**config.mk**
```make
export PLATFORM = sky130hd
export DESIGN_NAME = link_config_failsafe_map_regs
export DESIGN_NICKNAME = d
export VERILOG_FILES = /design/src/shared/link_cfg_pkg.sv /design/src/logic/link_config_failsafe_map_regs.sv
export VERILOG_INCLUDE_DIRS = /design/src /design/src/shared
export SDC_FILE = /design/constraint.sdc
export NUM_CORES = 1
export LEC_CHECK = 0
export ABC_AREA = 1
export BUFFER_PORTS_ARGS = -buffer_cell sky130_fd_sc_hd__buf_2
export CAP_MARGIN = 40
export CORE_ASPECT_RATIO = 1.4
export CORE_MARGIN = 5
export CORE_UTILIZATION = 40
export DETAILED_ROUTE_END_ITERATION = 10
export PLACE_DENSITY = 0.71
export SYNTH_ARGS = -nofsm -noshare
export SYNTH_HDL_FRONTEND = slang
export SYNTH_SLANG_ARGS = --single-unit
```
**constraint.sdc**
```tcl
create_clock -name clk_i -period 2.75 [get_ports clk_i]
set_input_delay 0.275 -clock clk_i [delete_from_list [all_inputs] [get_ports clk_i]]
set_output_delay 0.275 -clock clk_i [all_outputs]
set_load 0.01 [all_outputs]
```
**src/shared/link_cfg_regs.svh**
```systemverilog
// Constants for the link configuration and fail-safe map register bank.
//
// Behaviour
// Map bits 6:4 steer group-H outputs 2..0 to fail-safe input zero or one.
// Map bits 2:0 steer group-G outputs 2..0 to fail-safe input zero or one.
// At reset every writable field loads from the nonvolatile memory image.
// Watchdog code in bits 7:4; zero disables automatic fail-safe entry.
// Codes 1h..Bh time out 200us..500ms, then fail-safe is entered.
// Codes Ch..Fh mean zero timeout, fail-safe entered at once.
// Break wait code in bits 3:1 selects 1ms, 125us .. 5ms.
// Bit 0 of the first link register enables acknowledgements.
// Address source bit 4: zero uses strap pins, one uses internal field.
// Internal address bits 3:0 give the slave address equal to the code.
// Reserved bits read as zero and writes to them are ignored.
`ifndef LINK_CFG_REGS_SVH
`define LINK_CFG_REGS_SVH

// ----------------------------------------
// Register indices, byte address is four times the index
// ----------------------------------------
`define MAP_GH_IDX   8'h83
`define WD_BRK_IDX   8'h84
`define ADDR_CFG_IDX 8'h85

// ----------------------------------------
// Field positions and writable masks
// ----------------------------------------
`define MAP_MASK     8'h77
`define WD_BRK_MASK  8'hFF
`define ADDR_MASK    8'h1F
`define WD_MSB       7
`define WD_LSB       4
`define BRK_MSB      3
`define BRK_LSB      1
`define ACK_BIT      0
`define ADDR_SRC_BIT 4
`define H_LSB        4

// ----------------------------------------
// Timing in microseconds and clock rate
// ----------------------------------------
`define CLK_HZ       25000000
`define US_HZ        1000000
`define WD_1_US      200
`define WD_2_US      500
`define WD_3_US      1000
`define WD_4_US      2000
`define WD_5_US      5000
`define WD_6_US      10000
`define WD_7_US      20000
`define WD_8_US      50000
`define WD_9_US      100000
`define WD_A_US      200000
`define WD_B_US      500000
`define BRK_0_US     1000
`define BRK_1_US     125
`define BRK_2_US     250
`define BRK_3_US     500
`define BRK_4_US     1250
`define BRK_5_US     2500
`define BRK_6_US     5000

`endif

```
**src/shared/link_cfg_pkg.sv**
```systemverilog
// Types shared by the link configuration register bank.
package link_cfg_pkg;
	typedef struct packed {
		logic        psel;
		logic        penable;
		logic        pwrite;
		logic [11:0] paddr;
		logic [31:0] pwdata;
	} apb_req_t;

	typedef struct packed {
		logic [31:0] prdata;
		logic        pready;
		logic        pslverr;
	} apb_rsp_t;

	typedef struct packed {
		logic [7:0] map_gh;
		logic [7:0] wd_brk_ack;
		logic [7:0] addr_cfg;
	} nvm_image_t;

	typedef enum logic {
		SAFE_OFF = 1'b0,
		SAFE_ON  = 1'b1
	} safe_state_t;
endpackage : link_cfg_pkg

```
**src/logic/link_config_failsafe_map_regs.sv**
```systemverilog
// Link configuration and fail-safe output mapping register bank with APB access.
//
// The implementer's own choice: the APB slave port.
`timescale 1ns/10ps
`include "link_cfg_regs.svh"

module link_config_failsafe_map_regs #(
	parameter int unsigned TICK_CYCLES = `CLK_HZ / `US_HZ
) (
	// Clock and reset
	input  wire logic                    clk_i,
	input  wire logic                    sys_rst_i,
	// Register bus
	input  wire link_cfg_pkg::apb_req_t  apb_req_i,
	output link_cfg_pkg::apb_rsp_t       apb_rsp_o,
	// Nonvolatile image
	input  wire link_cfg_pkg::nvm_image_t nvm_image_i,
	// Link events
	input  wire logic                    comm_valid_i,
	input  wire logic                    link_activity_i,
	input  wire logic                    failsafe_clear_i,
	// Output sources
	input  wire logic                    failsafe_input_zero_i,
	input  wire logic                    failsafe_input_one_i,
	input  wire logic [2:0]              normal_g_i,
	input  wire logic [2:0]              normal_h_i,
	input  wire logic [2:0]              address_strap_i,
	// Mapped outputs and status
	output logic [2:0]                   output_g_o,
	output logic [2:0]                   output_h_o,
	output logic                         failsafe_o,
	output logic                         acknowledge_enable_o,
	output logic [3:0]                   bus_address_o,
	output logic                         break_wait_expired_o
);
	import link_cfg_pkg::*;

	// ----------------------------------------
	// Helpers
	// ----------------------------------------
	function automatic logic idx_hit(input logic [11:0] a, input logic [7:0] idx);
		return a == {2'b00, idx, 2'b00};
	endfunction : idx_hit

	function automatic logic [18:0] wd_limit_us(input logic [3:0] c);
		case (c)
			4'h1: return 19'(`WD_1_US);
			4'h2: return 19'(`WD_2_US);
			4'h3: return 19'(`WD_3_US);
			4'h4: return 19'(`WD_4_US);
			4'h5: return 19'(`WD_5_US);
			4'h6: return 19'(`WD_6_US);
			4'h7: return 19'(`WD_7_US);
			4'h8: return 19'(`WD_8_US);
			4'h9: return 19'(`WD_9_US);
			4'hA: return 19'(`WD_A_US);
			4'hB: return 19'(`WD_B_US);
			default: return 19'h00000;
		endcase
	endfunction : wd_limit_us

	function automatic logic [12:0] brk_limit_us(input logic [2:0] c);
		case (c)
			3'h0: return 13'(`BRK_0_US);
			3'h1: return 13'(`BRK_1_US);
			3'h2: return 13'(`BRK_2_US);
			3'h3: return 13'(`BRK_3_US);
			3'h4: return 13'(`BRK_4_US);
			3'h5: return 13'(`BRK_5_US);
			default: return 13'(`BRK_6_US);
		endcase
	endfunction : brk_limit_us

	function automatic logic pick(input logic sel, input logic zero, input logic one);
		return sel ? one : zero;
	endfunction : pick

	// ----------------------------------------
	// Register bus decode
	// ----------------------------------------
	logic        setup;
	logic        access;
	logic        wr_en;
	logic        hit_map;
	logic        hit_wd;
	logic        hit_addr;
	logic        mapped;
	logic [7:0]  map_q;
	logic [7:0]  wd_q;
	logic [7:0]  acfg_q;
	logic [7:0]  rd_d;
	logic [31:0] prdata_q;

	assign setup    = apb_req_i.psel & ~apb_req_i.penable;
	assign access   = apb_req_i.psel & apb_req_i.penable;
	assign hit_map  = idx_hit(apb_req_i.paddr, `MAP_GH_IDX);
	assign hit_wd   = idx_hit(apb_req_i.paddr, `WD_BRK_IDX);
	assign hit_addr = idx_hit(apb_req_i.paddr, `ADDR_CFG_IDX);
	assign mapped   = hit_map | hit_wd | hit_addr;
	assign wr_en    = access & apb_req_i.pwrite & mapped;

	assign apb_rsp_o.prdata  = prdata_q;
	assign apb_rsp_o.pready  = access;
	assign apb_rsp_o.pslverr = access & ~mapped;

	always_comb begin
		rd_d = 8'h00;
		if (hit_map) begin
			rd_d = map_q;
		end else if (hit_wd) begin
			rd_d = wd_q;
		end else if (hit_addr) begin
			rd_d = acfg_q;
		end
	end

	// Read data is captured in the setup cycle so it comes from a flop in the access cycle.
	always_ff @(posedge clk_i) begin
		if (sys_rst_i) begin
			prdata_q <= 32'h00000000;
		end else if (setup) begin
			prdata_q <= {24'h000000, rd_d};
		end
	end

	// ----------------------------------------
	// Storage
	// ----------------------------------------
	always_ff @(posedge clk_i) begin
		if (sys_rst_i) begin
			map_q <= nvm_image_i.map_gh & `MAP_MASK;
		end else if (wr_en && hit_map) begin
			map_q <= apb_req_i.pwdata[7:0] & `MAP_MASK;
		end
	end

	always_ff @(posedge clk_i) begin
		if (sys_rst_i) begin
			wd_q <= nvm_image_i.wd_brk_ack & `WD_BRK_MASK;
		end else if (wr_en && hit_wd) begin
			wd_q <= apb_req_i.pwdata[7:0] & `WD_BRK_MASK;
		end
	end

	always_ff @(posedge clk_i) begin
		if (sys_rst_i) begin
			acfg_q <= nvm_image_i.addr_cfg & `ADDR_MASK;
		end else if (wr_en && hit_addr) begin
			acfg_q <= apb_req_i.pwdata[7:0] & `ADDR_MASK;
		end
	end

	// ----------------------------------------
	// Microsecond tick
	// ----------------------------------------
	logic [15:0] tick_cnt_q;
	logic        tick;

	assign tick = tick_cnt_q == 16'(TICK_CYCLES - 1);

	always_ff @(posedge clk_i) begin
		if (sys_rst_i || tick) begin
			tick_cnt_q <= 16'h0000;
		end else begin
			tick_cnt_q <= tick_cnt_q + 16'h0001;
		end
	end

	// ----------------------------------------
	// Communication watchdog
	// ----------------------------------------
	// Expiry waits one tick past the limit because the tick phase is free running,
	// so the timeout can be up to a microsecond late but never early.
	logic [3:0]  wd_code;
	logic [18:0] wd_limit;
	logic [19:0] wd_cnt_q;
	logic        wd_expired;
	logic        fs_set;
	safe_state_t safe_q;

	assign wd_code    = wd_q[`WD_MSB:`WD_LSB];
	assign wd_limit   = wd_limit_us(wd_code);
	assign wd_expired = wd_cnt_q > {1'b0, wd_limit};
	assign fs_set     = (wd_code >= 4'hC) ||
	                    (wd_code != 4'h0 && wd_code <= 4'hB && wd_expired);

	always_ff @(posedge clk_i) begin
		if (sys_rst_i || comm_valid_i) begin
			wd_cnt_q <= 20'h00000;
		end else if (tick && !wd_expired) begin
			wd_cnt_q <= wd_cnt_q + 20'h00001;
		end
	end

	// A clear in the same cycle as a new entry condition loses, so no entry is dropped.
	always_ff @(posedge clk_i) begin
		if (sys_rst_i) begin
			safe_q <= SAFE_OFF;
		end else begin
			case (safe_q)
				SAFE_OFF: begin
					if (fs_set) begin
						safe_q <= SAFE_ON;
					end
				end
				SAFE_ON: begin
					if (failsafe_clear_i && !fs_set) begin
						safe_q <= SAFE_OFF;
					end
				end
				default: begin
					safe_q <= SAFE_OFF;
				end
			endcase
		end
	end

	assign failsafe_o = safe_q == SAFE_ON;

	// ----------------------------------------
	// Break waiting timer
	// ----------------------------------------
	logic [12:0] brk_limit;
	logic [13:0] brk_cnt_q;
	logic        brk_fire;
	logic        brk_pulse_q;

	assign brk_limit = brk_limit_us(wd_q[`BRK_MSB:`BRK_LSB]);
	assign brk_fire  = tick && brk_cnt_q == {1'b0, brk_limit} && !link_activity_i;

	always_ff @(posedge clk_i) begin
		if (sys_rst_i || link_activity_i) begin
			brk_cnt_q <= 14'h0000;
		end else if (tick && brk_cnt_q <= {1'b0, brk_limit}) begin
			brk_cnt_q <= brk_cnt_q + 14'h0001;
		end
	end

	always_ff @(posedge clk_i) begin
		if (sys_rst_i) begin
			brk_pulse_q <= 1'b0;
		end else begin
			brk_pulse_q <= brk_fire;
		end
	end

	assign break_wait_expired_o = brk_pulse_q;

	// ----------------------------------------
	// Output mapping and link settings
	// ----------------------------------------
	always_ff @(posedge clk_i) begin
		if (sys_rst_i) begin
			output_g_o <= 3'h0;
			output_h_o <= 3'h0;
		end else begin
			for (int i = 0; i < 3; i++) begin
				output_g_o[i] <= failsafe_o ?
					pick(map_q[i], failsafe_input_zero_i, failsafe_input_one_i) : normal_g_i[i];
				output_h_o[i] <= failsafe_o ?
					pick(map_q[`H_LSB + i], failsafe_input_zero_i, failsafe_input_one_i) : normal_h_i[i];
			end
		end
	end

	always_ff @(posedge clk_i) begin
		if (sys_rst_i) begin
			acknowledge_enable_o <= 1'b0;
			bus_address_o        <= 4'h0;
		end else begin
			acknowledge_enable_o <= wd_q[`ACK_BIT];
			bus_address_o        <= acfg_q[`ADDR_SRC_BIT] ? acfg_q[3:0] : {1'b0, address_strap_i};
		end
	end

	// ----------------------------------------
	// Checks
	// ----------------------------------------
	chk_map_h_sel: assert property (@(posedge clk_i) disable iff (sys_rst_i)
		failsafe_o |=> output_h_o[2] == ($past(map_q[6]) ? $past(failsafe_input_one_i) : $past(failsafe_input_zero_i)))
		else $error("group H output not following its fail-safe input");
	chk_map_g_sel: assert property (@(posedge clk_i) disable iff (sys_rst_i)
		failsafe_o |=> output_g_o[0] == ($past(map_q[0]) ? $past(failsafe_input_one_i) : $past(failsafe_input_zero_i)))
		else $error("group G output not following its fail-safe input");
	chk_reset_load: assert property (@(posedge clk_i)
		$past(sys_rst_i) |-> wd_q == $past(nvm_image_i.wd_brk_ack) && acfg_q == ($past(nvm_image_i.addr_cfg) & 8'h1F))
		else $error("reset did not load the nonvolatile image");
	chk_wd_disabled: assert property (@(posedge clk_i) disable iff (sys_rst_i)
		wd_code == 4'h0 |=> !$rose(failsafe_o))
		else $error("fail-safe entered with watchdog disabled");
	chk_wd_expiry: assert property (@(posedge clk_i) disable iff (sys_rst_i)
		$rose(failsafe_o) && $past(wd_code) inside {[4'h1:4'hB]} |-> $past(wd_cnt_q) > {1'b0, $past(wd_limit)})
		else $error("fail-safe entered before the watchdog limit");
	chk_wd_zero_time: assert property (@(posedge clk_i) disable iff (sys_rst_i)
		wd_code >= 4'hC |=> failsafe_o)
		else $error("zero timeout did not force fail-safe");
	chk_brk_window: assert property (@(posedge clk_i) disable iff (sys_rst_i)
		link_activity_i |=> !break_wait_expired_o [*2])
		else $error("break wait expired right after activity");
	chk_ack_write: assert property (@(posedge clk_i) disable iff (sys_rst_i)
		wr_en && hit_wd |=> ##1 acknowledge_enable_o == $past(apb_req_i.pwdata[0], 2))
		else $error("acknowledge enable not taken from write");
	chk_addr_source: assert property (@(posedge clk_i) disable iff (sys_rst_i)
		!sys_rst_i |=> bus_address_o == ($past(acfg_q[4]) ? $past(acfg_q[3:0]) : {1'b0, $past(address_strap_i)}))
		else $error("bus address from wrong source");
	chk_reserved_zero: assert property (@(posedge clk_i) disable iff (sys_rst_i)
		map_q[7] == 1'b0 && map_q[3] == 1'b0 && acfg_q[7:5] == 3'h0 && prdata_q[31:8] == 24'h000000)
		else $error("reserved bit not zero");
	chk_map_h_mid: assert property (@(posedge clk_i) disable iff (sys_rst_i)
		failsafe_o |=> output_h_o[1] == ($past(map_q[5]) ? $past(failsafe_input_one_i) : $past(failsafe_input_zero_i)))
		else $error("group H output 1 not following its fail-safe input");
	chk_map_h_low: assert property (@(posedge clk_i) disable iff (sys_rst_i)
		failsafe_o |=> output_h_o[0] == ($past(map_q[4]) ? $past(failsafe_input_one_i) : $past(failsafe_input_zero_i)))
		else $error("group H output 0 not following its fail-safe input");
	chk_map_g_mid: assert property (@(posedge clk_i) disable iff (sys_rst_i)
		failsafe_o |=> output_g_o[1] == ($past(map_q[1]) ? $past(failsafe_input_one_i) : $past(failsafe_input_zero_i)))
		else $error("group G output 1 not following its fail-safe input");
	chk_map_g_high: assert property (@(posedge clk_i) disable iff (sys_rst_i)
		failsafe_o |=> output_g_o[2] == ($past(map_q[2]) ? $past(failsafe_input_one_i) : $past(failsafe_input_zero_i)))
		else $error("group G output 2 not following its fail-safe input");
	chk_normal_pass: assert property (@(posedge clk_i) disable iff (sys_rst_i)
		!sys_rst_i && !failsafe_o |=> output_g_o == $past(normal_g_i) && output_h_o == $past(normal_h_i))
		else $error("outputs not following normal sources outside fail-safe");
	chk_reset_map: assert property (@(posedge clk_i)
		$past(sys_rst_i) |-> map_q == ($past(nvm_image_i.map_gh) & 8'h77))
		else $error("reset did not load the map from the nonvolatile image");
	chk_reset_safe: assert property (@(posedge clk_i)
		$past(sys_rst_i) |-> !failsafe_o)
		else $error("fail-safe state not left by reset");
	chk_wd_restart: assert property (@(posedge clk_i) disable iff (sys_rst_i)
		!sys_rst_i && comm_valid_i |=> wd_cnt_q == 20'h00000)
		else $error("valid communication did not restart the watchdog");
	chk_brk_single: assert property (@(posedge clk_i) disable iff (sys_rst_i)
		break_wait_expired_o |=> !break_wait_expired_o)
		else $error("break wait pulse longer than one cycle");
	chk_brk_idle: assert property (@(posedge clk_i) disable iff (sys_rst_i)
		$rose(break_wait_expired_o) |-> !$past(link_activity_i))
		else $error("break wait expired while the link was active");
	chk_ack_follow: assert property (@(posedge clk_i) disable iff (sys_rst_i)
		!sys_rst_i |=> acknowledge_enable_o == $past(wd_q[0]))
		else $error("acknowledge enable not following its register bit");
	chk_unmapped_write: assert property (@(posedge clk_i) disable iff (sys_rst_i)
		!sys_rst_i && access && apb_req_i.pwrite && !mapped |=> $stable(map_q) && $stable(wd_q) && $stable(acfg_q))
		else $error("write to an unmapped address changed a register");
	chk_unmapped_read: assert property (@(posedge clk_i) disable iff (sys_rst_i)
		setup && !mapped |=> prdata_q == 32'h00000000)
		else $error("read of an unmapped address returned data");
endmodule : link_config_failsafe_map_regs

```
* After elaboration in Yosys (flattened, before gate mapping)
Memory sizes are Yosys's and may differ from the RTL's. A register that Yosys moved wholly into a read port is not among the register bits.
Cells that the tools add are included.
** Storage, ports and cells
- Output and inout port bits :: 47
- Register bits :: 90
- Memory bits (read-only) :: 272
- Logic and storage cells :: 93
- Memories kept :: 1
- Input port bits :: 87
** Cells by class
- Muxes and demuxes :: 27
- Reductions and logical operators :: 23
- $add $sub $neg :: 3
- Bitwise gates (word level) :: 11
- $lt $le $gt $ge :: 4
- Equal/unequal tests :: 10
** Memories
- (no name shown) :: depth 16, bits a word 17, read ports 1, clocked after memory_dff 1, write ports 0, RTL line link_config_failsafe_map_regs.sv:46 : case (c)
** Operator list (number)
- case mux 13 bit (6 select lines) :: 1
- == test 12 x 10 -> 1 bit, second input constant :: 3
- two-way mux 8 bit :: 4
- adder 20 x 1 -> 20 bit, second input constant :: 1
- greater-than comparator 20 x 19 -> 1 bit :: 1
- adder 16 x 1 -> 16 bit, second input constant :: 1
- == test 16 x 5 -> 1 bit, second input constant :: 1
- two-way mux 5 bit :: 3
- adder 14 x 1 -> 14 bit, second input constant :: 1
- == test 14 x 13 -> 1 bit :: 1
- <= comparator 14 x 13 -> 1 bit :: 1
- two-way mux 1 bit :: 14
- two-way mux 7 bit :: 2
- logical AND 1 bit :: 10
- == test 3 x 2 -> 1 bit, second input constant :: 2
- == test 3 bit, second input constant :: 2
- nonzero test 2 bit :: 3
- bitwise AND 1 bit :: 5
- greater-or-equal comparator 4 bit, second input constant :: 1
- <= comparator 4 bit, second input constant :: 1
- logical OR 1 bit :: 4
- two-way mux 4 bit :: 1
- NOT 1 bit :: 4
- nonzero test 4 bit :: 1
- 7 further kinds :: 10

* Longest topological paths before layout
- Word-level depth :: 8
- Depth in mapped cells :: 16
- Depth with buffers taken out :: 15

* Least setup slack after synthesis
OpenSTA, ideal clock, no wires.
- Path type :: register to register
- Start point :: reg wd_q[2]
- End point :: reg brk_cnt_q[10]
- Path slack :: 0.327 ns
- Cell stages (with the launch flop) :: 16
- Clock period less this slack :: 2.423 ns
- Path buffers :: 1
- Setup time :: 0.070 ns
- Data arrival time :: 2.352 ns
- Required time :: 2.680 ns
- Cells stage by stage :: edfxtp_1 inv_1 ha_1 or3_1 inv_1 ha_1 nand2_1 inv_1 o21bai_1 nand3_1 nand2_1 nand2_1 nand2_1 clkbuf_1 nand3_1 a21oi_1
** Between the ends
- Word-level cells in the longest chain between the ends :: 4
- Elaborated cells between the ends (all ways) :: 9
- Those cells by class :: 1 x order compare; 5 x eq/ne; 1 x mux; 2 x reduce/logical
** RTL lines
- start, declared :: RTL line link_config_failsafe_map_regs.sv:89 : logic [7:0] wd_q;
- start signal, assigned :: RTL line link_config_failsafe_map_regs.sv:139 : wd_q <= nvm_image_i.wd_brk_ack & `WD_BRK_MASK;
- start signal, assigned :: RTL line link_config_failsafe_map_regs.sv:141 : wd_q <= apb_req_i.pwdata[7:0] & `WD_BRK_MASK;
- == test 3 bit, or another cell as far along :: RTL line link_config_failsafe_map_regs.sv:63 : case (c)
- case mux 13 bit (6 select lines) (*) :: RTL line link_config_failsafe_map_regs.sv:63
- <= comparator 14 x 13 -> 1 bit (*) :: RTL line link_config_failsafe_map_regs.sv:234 : end else if (tick && brk_cnt_q <= {1'b0, brk_limit}) begin
- logical AND 1 bit (*) :: RTL line link_config_failsafe_map_regs.sv:234
- end signal, assigned :: RTL line link_config_failsafe_map_regs.sv:235 : brk_cnt_q <= brk_cnt_q + 14'h0001;
- end, declared :: RTL line link_config_failsafe_map_regs.sv:224 : logic [13:0] brk_cnt_q;
Every way passes the cells marked *; elsewhere a longest branch is shown, timed or not.
A chain may end at the register's enable or synchronous reset.

* Worst setup path in the final report
- Start point :: reg wd_q[2]
- End point :: reg brk_cnt_q[11]
The elaborated chain is that of the path after synthesis.

==> flow_summary_export.csv <==
group,metric,value,unit
status,status,"finished clean",
synth,synth_ff_type,"dfxtp_1",
final_layout,drive_above_1_share,14.12,%
sta,setup_viol,0,
synth,synth_edf_count,19,
detailed_routing,dr_wl_met3,705,um
synth,synthSimpleGateAreaFrac,32.03,%
place,port_buffers,80,
global_route,grt_pass1_wl,25050,um
synth,synthMuxAreaShare,0,%
floorplan,start_util,40.84,%
floorplan,rows,54,
synth,synth_cell_types,43,
sta,finalCriticalPeriod,2.500,ns
detailed_routing,wl,15150,um
clock_network,clk_path_buf_depth,2,
pwr,intPower,2.577,mW
setup_path,critical_path_class,"reg -> reg",
global_route,grt_pass1_vias,5531,
pwr,power.clock.fraction,38.4,%
clock_network,clk_latency,0.35,ns
setup_path,critPathLaunchType,"flop",
sta,finalCritPeriodShare,90.91,%
place,hpwl,12020,um
floorplan,die-area,0.01867,mm2
synth,ys_warn_count,0,
pwr,cellLeakagePower,3.311,nW
final_layout,diodes,0,
clock_network,cts.sinks,107,
final_layout,num-fill-cells,1633,
final_layout,area_delta_synth_final,14.54,%
setup_path,r2r_slack,0.25,ns
sta,maxSlewViolCount,0,
clock_network,clk_pin_slew,0.08,ns
sta,timing.hold.ws,0.1401,ns
global_route,globalRouteOverflowTotal,0,
synth,synth_xor_area_share,3.830,%
detailed_routing,drt_iter0_drc,319,
floorplan,fp.coreArea,0.01568,mm2
place,gp_congestion,0.9072,
synth,synth_top_family_by_area,"simple AND/OR/NAND/NOR gates",
synth,postSynthCellCount,885,
floorplan,ios,134,
pwr,power.net_switching,969.1,uW
synth,synth_area,0.006402,mm2
global_route,antenna_found_initial,0,
detailed_routing,drc,0,
clock_network,cts_made_buffers,9,
global_route,grtUsageTotal,16.47,%
synth,ys_seq_area_share,36.43,%
clock_network,cts_tree,"done",
final_layout,fin_area,0.007333,mm2
global_route,grt_start_max_net_pins,31,
pwr,power_density,483.5,mW/mm2
place,dp_slack,0.07391,ns
detailed_routing,met1_length,6075,um
synth,synth-compound-area-share,8.697,%
synth,synth-seq-cells,107,
setup_path,critPathArrivalTime,2.77,ns
hold_path,hold_class,"in -> reg",
synth,synthTopCellsByArea,"dfxtp_1, nand2_1, edfxtp_1",
synth,netlist.area_leader.share,27.52,%
detailed_routing,vias,5821,
synth,synth_fa_ha_area_share,8.794,%
sta,setup_ws,0.2501,ns
detailed_routing,dr.pass1.iters,5,
pwr,sw_frac_of_total,27.33,%
detailed_routing,top_layer,"met4",
final_layout,num-nets-final,1104,
detailed_routing,route.met2.wl,8044,um
floorplan,die_h,159.7,um
detailed_routing,drtAntennaViolNets,0,
synth,synth_top_cell_by_area,"dfxtp_1",
setup_path,critPathMaxFanout,14,
pwr,ir_worst_vdd,0.0002600,V
pwr,combinationalPowerShare,13.1,%
sta,slew_headroom,47.16,%
sta,fmax,400.0,MHz
sta,hold_viol,0,
clock_network,root_buffer,"clkbuf_16",
clock_network,h-tree-depth,3,
detailed_routing,vias_per_cell,4.962,
floorplan,die_w,116.9,um
flow_run,cap_violations,0,
detailed_routing,wire_per_inst,12.92,um
synth,synthArstFlopShare,0,%
setup_path,cp.required,3.02,ns
sta,clock_skew,0.009338,ns
sta,max_slew.worst_pin.slew,0.7843,ns
synth,syn_avg_cell_area,7.234,um2
clock_network,ctsHoldBuffers,0,
pwr,seq_power_share,48.5,%
place,placed_area,0.006967,mm2
setup_path,crit_path_end_kind,"flop",
cells by family (layout without fill, tap and decap cells):
logic type	count (synthesis)	in the layout
and+or+nand+nor	457	457
buffers and inverters	146	215
DFF	107	107
AOI/OAI and AO/OA	101	101
adders and majority gates	45	45
xor gates and xnor gates	28	28
other	1	24
cell type report:
type	instances	area, um2	area share, %
Clock buffer	9	225.2	3.071
Clock inverter	7	97.59	1.331
Inverter	104	392.9	5.357
Multi-Input combinational cell	655	3523	48.05
Sequential cell	107	2332	31.80
Tap cell	196	245.2	3.344
Timing Repair Buffer	95	516.7	7.047
registers in the layout (all words and copies together), names as in the netlist, 3 cells and up:
signal,flops
tick_cnt_q,16
acfg_q,5
wd_limit,17
output_g_o,3
output_h_o,3
wd_q,8
map_q,6
prdata_q,8
brk_cnt_q,14
bus_address_o,4
wd_cnt_q,20
synth_stat cells (7+ instances only):
| cell | number |
|---|---|
| buf_4 | 25 |
| inv_1 | 101 |
| xnor2_1 | 7 |
| o21ai_0 | 19 |
| nand2_1 | 222 |
| o211ai_1 | 12 |
| nand4_1 | 11 |
| edfxtp_1 | 19 |
| nor3_1 | 22 |
| a21oi_1 | 60 |
| dfxtp_1 | 88 |
| nor2_1 | 72 |
| clkbuf_1 | 11 |
| xor2_1 | 21 |
| nand3_1 | 94 |
| ha_1 | 45 |
critical path, cell delays in order, from the launching register on:
cell and delay, ns:
edfxtp_1 0.49, inv_2 0.09, ha_1 0.21, or3_1 0.36, inv_1 0.07, ha_1 0.23
nand2_1 0.08, inv_1 0.04, o21bai_1 0.11, nand3_1 0.10, nand2_1 0.07, nand2_1 0.06
nand2_2 0.10, buf_6 0.17, nand3_1 0.08, a21oi_1 0.16
metal layers:
| metal | global-route usage, % | vias to the layer above |
|---|---|---|
| li1 | - | 3026 |
| met1 | 19.48 | 2650 |
| met2 | 29.54 | 120 |
| met3 | 2.385 | 25 |
| met4 | 5.999 | 0 |
| met5 | 0 | - |
power groups by stage:
stage / Clock, mW / Combinational [mW] / Sequential [mW]
floorplan: 0 / 0.330 / 1.75
global placement: 0 / 0.448 / 1.75
detailed placement: 0 / 0.458 / 1.76
CTS: 1.39 / 0.460 / 1.72
global route: 1.45 / 0.532 / 1.73
finish: 1.36 / 0.463 / 1.72
through the flow:
stage | std cells | power [mW] | TNS (ns) | util, %
2_1_floorplan | 908 | 2.078 | 0 | -
3_3_place_gp | 1154 | 2.202 | 0 | 44.44
3_5_place_dp | 1154 | 2.214 | 0 | 44.44
4_1_cts | 1170 | 3.573 | 0 | 46.50
5_1_grt | 1173 | 3.711 | -0.02705 | 46.78
6_report | 1173 | 3.546 | 0 | 46.78
timing repair:
| item | in CTS | in global routing |
|---|---|---|
| buffers inserted | 0 | 3 |
| endpoints found under the setup margin | 0 | 14 |
| resized for setup | 0 | 7 |
final timing paths:
| check | startpoint | endpoint | depth (start not counted) |
|---|---|---|---|
| hold / removal | normal_g_i[2] | output_g_o[2] | 3 |
| setup / recovery | wd_q[2] | brk_cnt_q[11] | 15 |
| setup reg to reg | wd_q[2] | brk_cnt_q[11] | 15 |
| hold reg to reg | prdata_q[0] | prdata_q[0] | 2 |
cell usage in the layout, fill, tap and decap left out, types with 3 or more instances in the layout:
master	count
conb_1	24
nand3_1	94
xnor2_1	7
nand3b_1	4
nor2_1	72
a21oi_1	60
dfxtp_1	88
nand2_4	6
nand2_1	220
buf_2	80
nor4_1	5
o211ai_1	12
ha_1	44
o21ai_0	19
inv_1	100
xor2_1	21
nand2_2	6
nor3b_1	4
or2_2	3
nor3_1	21
nand4_1	11
edfxtp_1	19
buf_4	14
clkbuf_16	9
No activity file was read; power rests on OpenSTA's default activity.
